File: src/include/scpc_pkg.sv
// Package of offsets, field positions, reset values and codes for scpc.
package scpc_pkg;
  // Register offsets
  localparam logic [7:0] SCPC_OFS_SPREAD_CONTROL_FIRST = 8'h1a;
  localparam logic [7:0] SCPC_OFS_SPREAD_CONTROL_SECOND = 8'h1b;
  localparam logic [7:0] SCPC_OFS_PLL_MULTIPLIER_NUMERATOR = 8'h1c;
  localparam logic [7:0] SCPC_OFS_PLL_DIVIDER_DENOMINATOR = 8'h1d;
  localparam logic [7:0] SCPC_OFS_SPREAD_STATUS = 8'h1f;

  // Fields of spread_control_first
  localparam int SCPC_BIT_SPREAD_ENABLE = 0;
  localparam int SCPC_BIT_LINE_SYNC_START = 1;

  // Fields of spread_control_second
  localparam int SCPC_BIT_LOAD_MODULATOR = 7;
  localparam int SCPC_BIT_FIFO_RESET_AT_SYNC = 6;
  localparam int SCPC_BIT_WAVE_RESET_AT_SYNC = 5;
  localparam int SCPC_BIT_SECOND_PLL_OVERRIDE = 4;
  localparam int SCPC_BIT_FIRST_PLL_OVERRIDE = 3;
  localparam int SCPC_BIT_MAX_MODULATION_RATE = 2;
  localparam int SCPC_BIT_MODE_HI = 1;
  localparam int SCPC_BIT_MODE_LO = 0;

  // Fields of spread_status
  localparam int SCPC_BIT_STAT_SPREADING = 0;
  localparam int SCPC_BIT_STAT_WAITING = 1;
  localparam int SCPC_BIT_STAT_FIRST_LOCK = 2;
  localparam int SCPC_BIT_STAT_SECOND_LOCK = 3;

  // Reset values
  localparam logic [1:0] SCPC_RST_SPREAD_CONTROL_FIRST = 2'h0;
  localparam logic [6:0] SCPC_RST_SPREAD_CONTROL_SECOND = 7'h02;
  localparam logic [7:0] SCPC_RST_PLL_MULTIPLIER_NUMERATOR = 8'h00;
  localparam logic [7:0] SCPC_RST_PLL_DIVIDER_DENOMINATOR = 8'h00;

  // PLL mode codes
  localparam logic [1:0] SCPC_MODE_OUT_ONLY_MULT = 2'h0;
  localparam logic [1:0] SCPC_MODE_ALL_MULT = 2'h1;
  localparam logic [1:0] SCPC_MODE_DISABLED = 2'h2;
  localparam logic [1:0] SCPC_MODE_ALL_NO_MULT = 2'h3;

  // Offset added to a stored ratio value
  localparam logic [8:0] SCPC_RATIO_OFFSET = 9'h001;

  typedef enum logic [1:0] {
    SCPC_ST_IDLE,
    SCPC_ST_WAIT_SYNC,
    SCPC_ST_SPREAD
  } scpc_state_e;
endpackage

File: src/core/scpc_control.sv
// Register file and control logic of the spread clock and PLL control block.
// Notes on behaviour
// - Writing 1 to the load bit reloads the modulator; the bit self-clears.
// - Spread enable rising 0 to 1 performs the same reload as the load bit.
// - FIFO reset at spread start; with its bit set, also at each line sync.
// - Wave reset bit set: line sync resets the waveform; clear: no effect.
// - Second PLL override forces its lock to 1; advised while spreading.
// - First PLL override forces its lock indication to 1.
// - Mode 11 all no mult; 10 all off (default); 01 all mult; 00 output mult.
// - Multiplier M equals stored numerator plus one, 1 to 256.
// - Divider N equals stored denominator plus one, 1 to 256.
// - Multiplying PLL output is input frequency times M divided by N.
// - With sync start set, spreading begins at the next line sync.
`timescale 1ns/100ps
`default_nettype none
module scpc_control
  import scpc_pkg::*;
(
  input wire logic mclk,
  input wire logic arst_n,
  input wire logic [7:0] reg_addr,
  input wire logic [7:0] reg_wdata,
  input wire logic reg_wr,
  input wire logic reg_rd,
  output logic [7:0] reg_rdata,
  input wire logic line_sync_pulse,
  input wire logic first_pll_lock_raw,
  input wire logic second_pll_lock_raw,
  output logic modulator_load,
  output logic spreading,
  output logic fifo_reset,
  output logic wave_reset,
  output logic max_modulation_rate,
  output logic first_pll_lock,
  output logic second_pll_lock,
  output logic pll_enable,
  output logic spread_all_clocks,
  output logic mult_enable,
  output logic [8:0] pll_mult_m,
  output logic [8:0] pll_div_n
);

  logic [1:0] ctl1_q;
  logic [6:0] ctl2_q;
  logic [7:0] num_q;
  logic [7:0] den_q;
  logic load_q;
  logic [7:0] rdata_q;
  logic ls_s1_q, ls_s2_q, ls_s3_q;
  logic l1_s1_q, l1_s2_q;
  logic l2_s1_q, l2_s2_q;
  scpc_state_e state_q, state_d;
  logic fifo_rst_q, wave_rst_q, maxr_q, lock1_q, lock2_q;
  logic pll_en_q, all_q, mult_q;
  logic spread_q;
  logic [8:0] m_q, n_q;

  // Address decode and field extraction
  wire wr_ctl1 = reg_wr && reg_addr == SCPC_OFS_SPREAD_CONTROL_FIRST;
  wire wr_ctl2 = reg_wr && reg_addr == SCPC_OFS_SPREAD_CONTROL_SECOND;
  wire wr_num = reg_wr && reg_addr == SCPC_OFS_PLL_MULTIPLIER_NUMERATOR;
  wire wr_den = reg_wr && reg_addr == SCPC_OFS_PLL_DIVIDER_DENOMINATOR;
  wire en = ctl1_q[SCPC_BIT_SPREAD_ENABLE];
  wire sync_start = ctl1_q[SCPC_BIT_LINE_SYNC_START];
  wire fifo_at_sync = ctl2_q[SCPC_BIT_FIFO_RESET_AT_SYNC];
  wire wave_at_sync = ctl2_q[SCPC_BIT_WAVE_RESET_AT_SYNC];
  wire ovr2 = ctl2_q[SCPC_BIT_SECOND_PLL_OVERRIDE];
  wire ovr1 = ctl2_q[SCPC_BIT_FIRST_PLL_OVERRIDE];
  wire max_rate = ctl2_q[SCPC_BIT_MAX_MODULATION_RATE];
  wire [1:0] mode = ctl2_q[SCPC_BIT_MODE_HI:SCPC_BIT_MODE_LO];
  wire mode_off = mode == SCPC_MODE_DISABLED;

  // Load request: explicit bit or enable going 0 to 1
  wire load_bit_wr = wr_ctl2 && reg_wdata[SCPC_BIT_LOAD_MODULATOR];
  wire en_rise = wr_ctl1 && reg_wdata[SCPC_BIT_SPREAD_ENABLE] && !en;
  wire load_req = load_bit_wr || en_rise;
  // A load only takes effect if enable is set and the mode is not disabled after this cycle
  wire en_next = wr_ctl1 ? reg_wdata[SCPC_BIT_SPREAD_ENABLE] : en;
  wire sync_next = wr_ctl1 ? reg_wdata[SCPC_BIT_LINE_SYNC_START] : sync_start;
  wire [1:0] mode_next = wr_ctl2 ? reg_wdata[1:0] : mode;
  wire run_ok = en_next && mode_next != SCPC_MODE_DISABLED;

  wire ls_pulse = ls_s2_q && !ls_s3_q;
  wire start_evt = (state_d == SCPC_ST_SPREAD) && (state_q != SCPC_ST_SPREAD
    || load_req);

  // Modulator sequencing
  always_comb begin
    state_d = state_q;
    case (state_q)
      SCPC_ST_IDLE: begin
        if (load_req && run_ok) begin
          state_d = sync_next ? SCPC_ST_WAIT_SYNC : SCPC_ST_SPREAD;
        end
      end
      SCPC_ST_WAIT_SYNC: begin
        if (!run_ok) begin
          state_d = SCPC_ST_IDLE;
        end else if (load_req) begin
          state_d = sync_next ? SCPC_ST_WAIT_SYNC : SCPC_ST_SPREAD;
        end else if (ls_pulse) begin
          state_d = SCPC_ST_SPREAD;
        end
      end
      SCPC_ST_SPREAD: begin
        if (!run_ok) begin
          state_d = SCPC_ST_IDLE;
        end else if (load_req && sync_next) begin
          state_d = SCPC_ST_WAIT_SYNC;
        end
      end
      default: begin
        state_d = SCPC_ST_IDLE;
      end
    endcase
  end

  // Read mux; unmapped addresses return zero
  wire [7:0] stat = {4'h0, lock2_q, lock1_q,
    state_q == SCPC_ST_WAIT_SYNC, state_q == SCPC_ST_SPREAD};
  wire [7:0] rd_mux =
    reg_addr == SCPC_OFS_SPREAD_CONTROL_FIRST ? {6'h00, ctl1_q} :
    reg_addr == SCPC_OFS_SPREAD_CONTROL_SECOND ? {1'b0, ctl2_q} :
    reg_addr == SCPC_OFS_PLL_MULTIPLIER_NUMERATOR ? num_q :
    reg_addr == SCPC_OFS_PLL_DIVIDER_DENOMINATOR ? den_q :
    reg_addr == SCPC_OFS_SPREAD_STATUS ? stat : 8'h00;

  always_ff @(posedge mclk or negedge arst_n) begin
    if (!arst_n) begin
      ctl1_q <= SCPC_RST_SPREAD_CONTROL_FIRST;
      ctl2_q <= SCPC_RST_SPREAD_CONTROL_SECOND;
      num_q <= SCPC_RST_PLL_MULTIPLIER_NUMERATOR;
      den_q <= SCPC_RST_PLL_DIVIDER_DENOMINATOR;
      rdata_q <= 8'h00;
    end else begin
      if (wr_ctl1) begin
        ctl1_q <= reg_wdata[1:0];
      end
      if (wr_ctl2) begin
        ctl2_q <= reg_wdata[6:0];
      end
      if (wr_num) begin
        num_q <= reg_wdata;
      end
      if (wr_den) begin
        den_q <= reg_wdata;
      end
      rdata_q <= reg_rd ? rd_mux : 8'h00;
    end
  end

  // Pins from outside pass two flops before use
  always_ff @(posedge mclk or negedge arst_n) begin
    if (!arst_n) begin
      ls_s1_q <= 1'b0;
      ls_s2_q <= 1'b0;
      ls_s3_q <= 1'b0;
      l1_s1_q <= 1'b0;
      l1_s2_q <= 1'b0;
      l2_s1_q <= 1'b0;
      l2_s2_q <= 1'b0;
    end else begin
      ls_s1_q <= line_sync_pulse;
      ls_s2_q <= ls_s1_q;
      ls_s3_q <= ls_s2_q;
      l1_s1_q <= first_pll_lock_raw;
      l1_s2_q <= l1_s1_q;
      l2_s1_q <= second_pll_lock_raw;
      l2_s2_q <= l2_s1_q;
    end
  end

  always_ff @(posedge mclk or negedge arst_n) begin
    if (!arst_n) begin
      state_q <= SCPC_ST_IDLE;
      spread_q <= 1'b0;
      load_q <= 1'b0;
      fifo_rst_q <= 1'b0;
      wave_rst_q <= 1'b0;
    end else begin
      state_q <= state_d;
      // Registered copy so the pin comes straight from a flop
      spread_q <= state_d == SCPC_ST_SPREAD;
      load_q <= load_req;
      fifo_rst_q <= start_evt || (fifo_at_sync && ls_pulse);
      wave_rst_q <= wave_at_sync && ls_pulse;
    end
  end

  // Lock indications, mode decode and ratio outputs
  always_ff @(posedge mclk or negedge arst_n) begin
    if (!arst_n) begin
      maxr_q <= 1'b0;
      lock1_q <= 1'b0;
      lock2_q <= 1'b0;
      pll_en_q <= 1'b0;
      all_q <= 1'b0;
      mult_q <= 1'b0;
      m_q <= SCPC_RATIO_OFFSET;
      n_q <= SCPC_RATIO_OFFSET;
    end else begin
      maxr_q <= max_rate;
      lock1_q <= l1_s2_q || ovr1;
      lock2_q <= l2_s2_q || ovr2;
      pll_en_q <= !mode_off;
      all_q <= !mode_off && mode[0];
      mult_q <= !mode[1];
      m_q <= {1'b0, num_q} + SCPC_RATIO_OFFSET;
      n_q <= {1'b0, den_q} + SCPC_RATIO_OFFSET;
    end
  end

  assign reg_rdata = rdata_q;
  assign modulator_load = load_q;
  assign spreading = spread_q;
  assign fifo_reset = fifo_rst_q;
  assign wave_reset = wave_rst_q;
  assign max_modulation_rate = maxr_q;
  assign first_pll_lock = lock1_q;
  assign second_pll_lock = lock2_q;
  assign pll_enable = pll_en_q;
  assign spread_all_clocks = all_q;
  assign mult_enable = mult_q;
  assign pll_mult_m = m_q;
  assign pll_div_n = n_q;
endmodule
`default_nettype wire

File: config.mk
export PLATFORM = sky130hd
export DESIGN_NAME = scpc_control
export DESIGN_NICKNAME = d
export VERILOG_FILES = /design/src/include/scpc_pkg.sv /design/src/core/scpc_control.sv
export SDC_FILE = /design/constraint.sdc
export NUM_CORES = 1
export LEC_CHECK = 0
export BUFFER_PORTS_ARGS = -buffer_cell sky130_fd_sc_hd__buf_2
export CAP_MARGIN = 20
export CORE_MARGIN = 10
export CORE_UTILIZATION = 54
export DETAILED_ROUTE_END_ITERATION = 6
export MAX_ROUTING_LAYER = met4
export PLACE_DENSITY = 0.79
export SLEW_MARGIN = 30
export SYNTH_ARGS = -nofsm -noshare
export SYNTH_HDL_FRONTEND = slang
export SYNTH_SLANG_ARGS = --single-unit
File: constraint.sdc
create_clock -name mclk -period 1.5 [get_ports mclk]
set_input_delay 0.3 -clock mclk [delete_from_list [all_inputs] [get_ports mclk]]
set_output_delay 0.3 -clock mclk [all_outputs]
set_load 0.005 [all_outputs]
# Word-level counts from Yosys, hierarchy flattened
# Cells that the tools add are included.
[word_totals]
ff_bits = 70
inputBits = 23
out_inout_bits = 36
word_cells = 80
[op_classes]
n_addsub = 2
eq_ne = 11
mux = 17
n_reduce_logical = 25
[op_table]
columns = ["op", "n"]
rows = [
  ["$eq 8x5->1 const B", 5],
  ["$mux 8", 5],
  ["$add 8x1->9 const B", 2],
  ["$mux 2", 8],
  ["$logic_and 1x1->1", 15],
  ["$eq 2x2->1 const B", 3],
  ["$pmux 2 s3", 1],
  ["$logic_or 1x1->1", 5],
  ["$logic_not 1->1", 4],
  ["$mux 4", 1],
  ["$ne 2x2->1 const B", 2],
  ["$eq 2x1->1 const B", 1],
  ["$logic_not 2->1", 1],
  ["$mux 1", 2],
]

# Longest topological paths before layout
# Gate-level depths: netlist of the first run.
[logic_depth]
word_depth = 12
depth_mapped = 6
depth_no_buf = 4

# Worst setup path before layout of the first run
# Ideal clock, no wire load.
[synth_timing]
path_type = "input to register"
start = "in reg_addr[6]"
end = "reg num_q[0]"
setup_ns = 0.125
t_arrival_ns = 1.457
required_ns = 1.375
slack_ns = -0.081
stages = 5
path_buffers = 1
path_cell_list = "and4bb_4 and2_4 and3_1 buf_4 mux2_2"
[synth_via]
elab_chain_len = 2
[synth_lines]
columns = ["item", "line_no", "rtl"]
rows = [
  ["from (decl)", "scpc_control.sv:21", "input wire logic [7:0] reg_addr,"],
  ["$eq 8x5->1", "scpc_control.sv:61", "wire wr_num = reg_wr && reg_addr == SCPC_OFS_PLL_MULTIPLIER_NUMERATOR;"],
  ["$logic_and 1x1->1", "scpc_control.sv:61", ""],
  ["to (signal assigned)", "scpc_control.sv:143", "num_q <= reg_wdata;"],
  ["to (decl)", "scpc_control.sv:45", "logic [7:0] num_q;"],
]
# No other way between the ends.
# A chain may end at the register's enable or synchronous reset.

# Worst setup path in the final report of the first run
[layout_timing]
start = "reg state_q[1]"
end = "reg rdata_q[1], in the netlist reg_rdata[1]"
[layout_via]
elab_chain_len = 7
[layout_lines]
columns = ["item", "line_no", "rtl"]
rows = [
  ["from (decl)", "scpc_control.sv:52", "scpc_state_e state_q, state_d;"],
  ["from (signal assigned)", "scpc_control.sv:181", "state_q <= state_d;"],
  ["$eq 2x1->1", "scpc_control.sv:120", "state_q == SCPC_ST_WAIT_SYNC, state_q == SCPC_ST_SPREAD};"],
  ["$mux 4", "scpc_control.sv:126", "reg_addr == SCPC_OFS_SPREAD_STATUS ? stat : 8'h00;"],
  ["$mux 8", "scpc_control.sv:125", "reg_addr == SCPC_OFS_PLL_DIVIDER_DENOMINATOR ? den_q :"],
  ["$mux 8", "scpc_control.sv:124", "reg_addr == SCPC_OFS_PLL_MULTIPLIER_NUMERATOR ? num_q :"],
  ["$mux 8", "scpc_control.sv:123", "reg_addr == SCPC_OFS_SPREAD_CONTROL_SECOND ? {1'b0, ctl2_q} :"],
  ["$mux 8", "scpc_control.sv:122", "reg_addr == SCPC_OFS_SPREAD_CONTROL_FIRST ? {6'h00, ctl1_q} :"],
  ["$mux 8", "scpc_control.sv:148", "rdata_q <= reg_rd ? rd_mux : 8'h00;"],
  ["to (signal assigned)", "scpc_control.sv:148", ""],
  ["to (decl)", "scpc_control.sv:48", "logic [7:0] rdata_q;"],
]
# No other way between the ends.

==> reports/metrics.yaml, run 1 <==
finalSetupTns_ns: 0
area_growth_pct: 27.9
hold_buffers: 1
grt_pass1_vias: 2120
r2r_cells: 4
crit_fanout: 8
timing.fmax_ghz: 0.737
r2r-start: "state_q[1]$_DFF_PN0_"
power_density_nw_per_um2: 1080
dieArea_um2: 8700
ys_seq_elements: 70
finalWorstSetupSlack_ns: 0.144
status: "complete, no violations"
die_width_um: 93.3
drtIter0Drc: 136
post-dp-hpwl_mm: 4.77
synth_ff_type: "dfrtp_1"
synth_area_leaders: "dfrtp_1 58%, mux2_2 11%, dfstp_2 2.7%, xnor2_1 2.4%, nand3_1 1.9%"
route.met2.wl_mm: 3.05
start_util: 0.561
antenna_found_initial: 0
wl_mm: 6.27
syn_avg_cell_area_um2: 12.8
synthArstFlopShare: 1.00
whs_endpoint: "l2_s1_q$_DFF_PN0_"
fin_crit_sh: 0.904
grt_pass1_wl_mm: 10.4
ctsResizeCount: 0
slew_headroom: 0.723
yosys_warnings: 0
grt_max_degree: 25
worstHoldPathCells: 1
vias: 2021
die_h_um: 93.3
layout-drive-gt1-share: 0.435
dr.max_layer_used: "met4"
tritoncts: "yes"
syn_area_um2: 2900
critPathLaunch: "state_q[1]$_DFF_PN0_"
n_fill_cell: 350
synthCells: 226
rsz0062_at_grt: "no"
yosys.area.top_type_share: 0.578
viasPerCell: 5.25
route.detailed.drc: 0
path_clk_slew_ns: 0.07
cap_violations: 0
synth_edf_count: 0
htree_levels: 3
setup_viol: 0
grt_overflow: 0
rrSetupSlack_ns: 0.14
synth_seq_area_share: 0.605
insertedDiodeCount: 0
worstSkewPairLatency_ns: 0.34
ir_drop_mv: 0.971
fin_nets: 335
utilization: 0.718
hold_class: "in -> reg"
yosysTopAreaCell: "dfrtp_1"
drv_slew: 0
synth_cell_types: 43
core_region_area_um2: 5170
rows: 26
path_buf_inv: 0
cts_root_buf: "clkbuf_8"
skew_ns: 0.00599
r2r_end: "reg_rdata[1]$_DFF_PN0_"
cp_top_family: "compound AO/OA/AOI/OAI gates"
wl_per_cell_um: 16.3
cp.arrival_ns: 1.59
max_stage_delay_ns: 0.46
cp.required_ns: 1.74
cpMaxStageDelayCell: "dfrtp_1"
place_congestion: 0.863
fin_crit_ns: 1.36
first_pass_iters: 4
worstPathCellList: "and3b_1, o21ai_0, a21oi_1, o221a_2"
critPathKind: "reg -> reg"
holdCritStartpoint: "second_pll_lock_raw"
cp.depth: 4
p_leak_uw: 0.00190
antenna_left: 0
cts-buffers-inserted: 9
worstSetupStartpointType: "flop"
end_kind: "flop"
synthTopCellsByCount: "67 x dfrtp_1, 29 x mux2_2, 14 x nand2_1, 11 x nand3_1, 10 x a21oi_1"
m1WireLength_mm: 2.72
synth_fp_nets: 251
hold_ws_ns: 0.0571
clock-sinks: 70
worst_pin_slew_ns: 0.415
dp_worst_setup_slack_ns: -0.141
hold_viol: 0
post_cts_buffers: 0
wl_met3_um: 399
synth.most_common_cell: "dfrtp_1"
clockBufferDepth: 2
io-pin-count: 59
track_usage: 0.158
port_buffers: 58
[area by class of cell]
class / instances / area [um^2] / area share
Timing Repair Buffer: 79 / 488 / 0.131
Multi-Input combinational cell: 144 / 1130 / 0.303
Inverter: 6 / 22.5 / 0.00607
Tap cell: 70 / 87.6 / 0.0236
Clock buffer: 11 / 151 / 0.0408
Sequential cell: 70 / 1760 / 0.473
Clock inverter: 5 / 81.3 / 0.0219
[cells by family after synthesis]
| logic type | synth area share |
|---|---|
| adders and majority gates | 0.00862 |
| DFF | 0.605 |
| xor gates and xnor gates | 0.0362 |
| AOI/OAI and AO/OA | 0.0673 |
| muxes | 0.119 |
| buffers and inverters | 0.0190 |
| and+or+nand+nor | 0.144 |
[registers in the layout (all words and copies together), names as in the netlist, 2 cells and up]
| name | count |
|---|---|
| pll_div_n | 9 |
| ctl1_q | 2 |
| ctl2_q | 7 |
| reg_rdata | 8 |
| num_q | 8 |
| den_q | 8 |
| pll_mult_m | 9 |
| state_q | 2 |
[power breakdown]
group / total, uW / switching [uW] / internal (uW)
registers: 2010 / 52.2 / 1960
logic: 302 / 151 / 151
clock network: 1710 / 680 / 1030
total: 4020 / 883 / 3140
[worst max path at each step]
| stage | to | slack (ns) |
|---|---|---|
| finish | reg_rdata[1]$_DFF_PN0_ | 0.14 |
| global route | fifo_reset$_DFF_PN0_ | 0.07 |
| CTS | fifo_reset$_DFF_PN0_ | 0.14 |
| detailed placement | num_q[6]$_DFFE_PN0P_ | -0.14 |
| global placement | num_q[6]$_DFFE_PN0P_ | -0.13 |
| floorplan | num_q[0]$_DFFE_PN0P_ | -0.07 |
[layer usage]
metal | GRT usage | vias up
li1 | - | 962
met1 | 0.188 | 989
met2 | 0.238 | 58
met3 | 0.0520 | 12
met4 | 0.0720 | 0
met5 | - | -
[stage by stage]
step / instances / area (um^2) / power [uW]
6_report: 385 / 3710 / 4020
5_1_grt: 385 / 3710 / 4220
4_1_cts: 385 / 3710 / 4060
3_5_place_dp: 368 / 3470 / 2350
3_3_place_gp: 368 / 3470 / 2340
2_1_floorplan: 226 / 2940 / 2170
[layout by cell type (no fill, tap or decap), types with 3 or more instances in the layout]
cell type and count:
buf_12 3, nand3_1 11, nor2b_1 5, inv_1 6, nand2b_1 5, nor3_1 6
mux2_2 21, xor2_1 4, dfstp_2 3, o21ai_0 3, nor2_1 7, mux2_4 8
a21o_1 3, a21oi_1 10, buf_4 17, nand2_1 14, a22oi_1 3, dfrtp_1 67
xnor2_1 8, clkbuf_8 11, buf_2 58
[worst reg2reg max path: cells and delay by family, from the launching register on]
family,cells,cell delay (ns)
flip-flops,1,0.46
AO/OA/AOI/OAI,3,0.59
AND/OR/NAND/NOR,1,0.20
(Power assumes the default switching activity.)
==> inputs of run 2 (changes only) <==
--- a/config.mk
+++ b/config.mk
@@ -8,10 +8,11 @@
 export BUFFER_PORTS_ARGS = -buffer_cell sky130_fd_sc_hd__buf_2
 export CAP_MARGIN = 20
 export CORE_MARGIN = 10
-export CORE_UTILIZATION = 54
+export CORE_UTILIZATION = 50
 export DETAILED_ROUTE_END_ITERATION = 6
+export GPL_ROUTABILITY_DRIVEN = 1
 export MAX_ROUTING_LAYER = met4
-export PLACE_DENSITY = 0.79
+export PLACE_DENSITY = 0.74
 export SLEW_MARGIN = 30
 export SYNTH_ARGS = -nofsm -noshare
 export SYNTH_HDL_FRONTEND = slang
==> reports/metrics.yaml, run 2 (synthesized netlist as in run 1, its figures left out) <==
antenna_found_initial: 0  # unchanged
rsz0062_at_grt: "no"
clock-sinks: 70  # unchanged
cts-buffers-inserted: 9  # unchanged
hold_viol: 0  # unchanged
final_cell_mix: "67 x dfrtp_1, 58 x buf_2, 21 x mux2_2"
end_kind: "flop"
dr.max_layer_used: "met4"
layout-drive-gt1-share: 0.416  # -0.0188
die_width_um: 96.2  # +3.1%
core_region_area_um2: 5570  # +7.8%
layout_commonest_cell: "dfrtp_1"
wl_mm: 5.98  # -4.6%
route.detailed.drc: 0  # unchanged
cp.arrival_ns: 1.56  # -0.03 ns
grt_pass1_wl_mm: 9.75  # -6.1%
antenna_left: 0  # unchanged
status: "complete, no violations"
skew_ns: 0.00808  # +0.00209 ns
wl_met3_um: 381  # -4.5%
worstPathCellList: "and3b_1, o21ai_0, a21oi_1, o221a_2"
grt_pass1_vias: 1981  # -6.6%
multi_input_area_um2: 1130  # unchanged
fin_crit_ns: 1.34  # -0.0191 ns
start_util: 0.521  # -0.0404
wl_per_cell_um: 15.7  # -3.8%
ctsResizeCount: 0  # unchanged
finalWorstSetupSlack_ns: 0.163  # +0.0191 ns
htree_levels: 3  # unchanged
timing.fmax_ghz: 0.748  # +1.4%
area_growth_pct: 25.7
path_clk_slew_ns: 0.07  # about the same
slew_headroom: 0.764  # +0.0410
critPathKind: "reg -> reg"
vias: 1973  # -2.4%
fin_crit_sh: 0.891  # -0.0127
first_pass_iters: 4  # unchanged
worstSetupStartpointType: "flop"
grt_overflow: 0  # unchanged
tritoncts: "yes"
p_leak_uw: 0.00186  # -2.1%
stdcell_area_um2: 3650  # -1.7%
n_fill_cell: 441  # +26%
fin_nets: 330  # -1.5%
cap_violations: 0  # unchanged
hold_buffers: 1  # unchanged
power.total_uw: 3910  # -2.7%
max_stage_delay_ns: 0.46  # about the same
m1WireLength_mm: 2.62  # -3.4%
track_usage: 0.142  # -0.0163
crit_fanout: 8  # unchanged
cpMaxStageDelayCell: "dfrtp_1"
grt_max_degree: 71  # +180%
instances_no_fill: 382  # -0.78%
io-pin-count: 59  # unchanged
setup_viol: 0  # unchanged
die_h_um: 96.2  # +3.1%
cts_root_buf: "clkbuf_8"
dpl.cell_count: 365  # -0.82%
dieArea_um2: 9250  # +6.3%
hold_ws_ns: 0.0623  # +0.00520 ns
ir_drop_mv: 0.685  # -29%
cp.required_ns: 1.72  # -0.02 ns
post-dp-hpwl_mm: 4.54  # -4.9%
rows: 27  # +3.8%
drtIter0Drc: 100  # -26%
cp_top_family: "compound AO/OA/AOI/OAI gates"
route.met2.wl_mm: 2.87  # -5.9%
clockBufferDepth: 2  # unchanged
place_congestion: 0.857  # -0.67%
worst_pin_slew_ns: 0.354  # -0.0615 ns
hold_class: "in -> reg"
port_buffers: 58  # unchanged
dp_worst_setup_slack_ns: -0.146  # -0.00464 ns
dpl-instance-area_um2: 3420  # -1.4%
viasPerCell: 5.16  # -1.6%
insertedDiodeCount: 0  # unchanged
post_cts_buffers: 0  # unchanged
seq_area_um2: 1760  # unchanged
drv_slew: 0  # unchanged
power_density_nw_per_um2: 1070  # -1.0%
worstSkewPairLatency_ns: 0.34  # about the same
path_buf_inv: 0  # unchanged
run 2: cell count changes in the layout (fill, tap and decap cells not counted), sizes merged:
cell	change
buf	-5
clkbuf	+2
clkinv	-2
run 2: area by class of cell:
cell class / count / share of cell area
inverter: 6 / 0.00617
clock inverter: 3 / 0.0185
tap: 72 / 0.0247
clock buffer: 13 / 0.0408
timing repair buffer: 74 / 0.120
sequential: 70 / 0.481
multi-input combinational: 144 / 0.309
run 2: metrics by stage:
stage          TNS (ns)   util
3_3_place_gp      -2.25  0.614
6_report              0  0.655
4_1_cts               0  0.655
5_1_grt               0  0.655
2_1_floorplan    -0.554      -
3_5_place_dp      -2.61  0.614
run 2: final timing paths:
check / startpoint / end / slack, ns / depth (start not counted)
min in group asynchronous: arst_n / den_q[5]$_DFFE_PN0P_ / 0.50 / 3
worst max-delay path: state_q[1]$_DFF_PN0_ / reg_rdata[1]$_DFF_PN0_ / 0.16 / 4
worst min register to register: l2_s1_q$_DFF_PN0_ / l2_s2_q$_DFF_PN0_ / 0.35 / 0
max in group asynchronous: arst_n / pll_mult_m[0]$_DFF_PN1_ / 0.67 / 3
worst min-delay path: second_pll_lock_raw / l2_s1_q$_DFF_PN0_ / 0.06 / 1
worst max register to register: state_q[1]$_DFF_PN0_ / reg_rdata[1]$_DFF_PN0_ / 0.16 / 4
run 2: report_power, final:
part / leakage, uW / internal [uW] / switching, uW
sequential: 0.000929 / 1960 / 52.0
clock: 0.000104 / 984 / 630
combinational: 0.000825 / 139 / 145
run 2: worst reg2reg max path: stages, from the launching register on:
cell     delay [ns]
dfrtp_1        0.46
and3b_1        0.20
o21ai_0        0.20
a21oi_1        0.10
o221a_2        0.26
run 2: layer usage:
metal  global-route usage  vias up
met5                    -        -
met4               0.0627        0
met3               0.0389       13
met2                0.217       51
met1                0.171      960
li1                     -      949
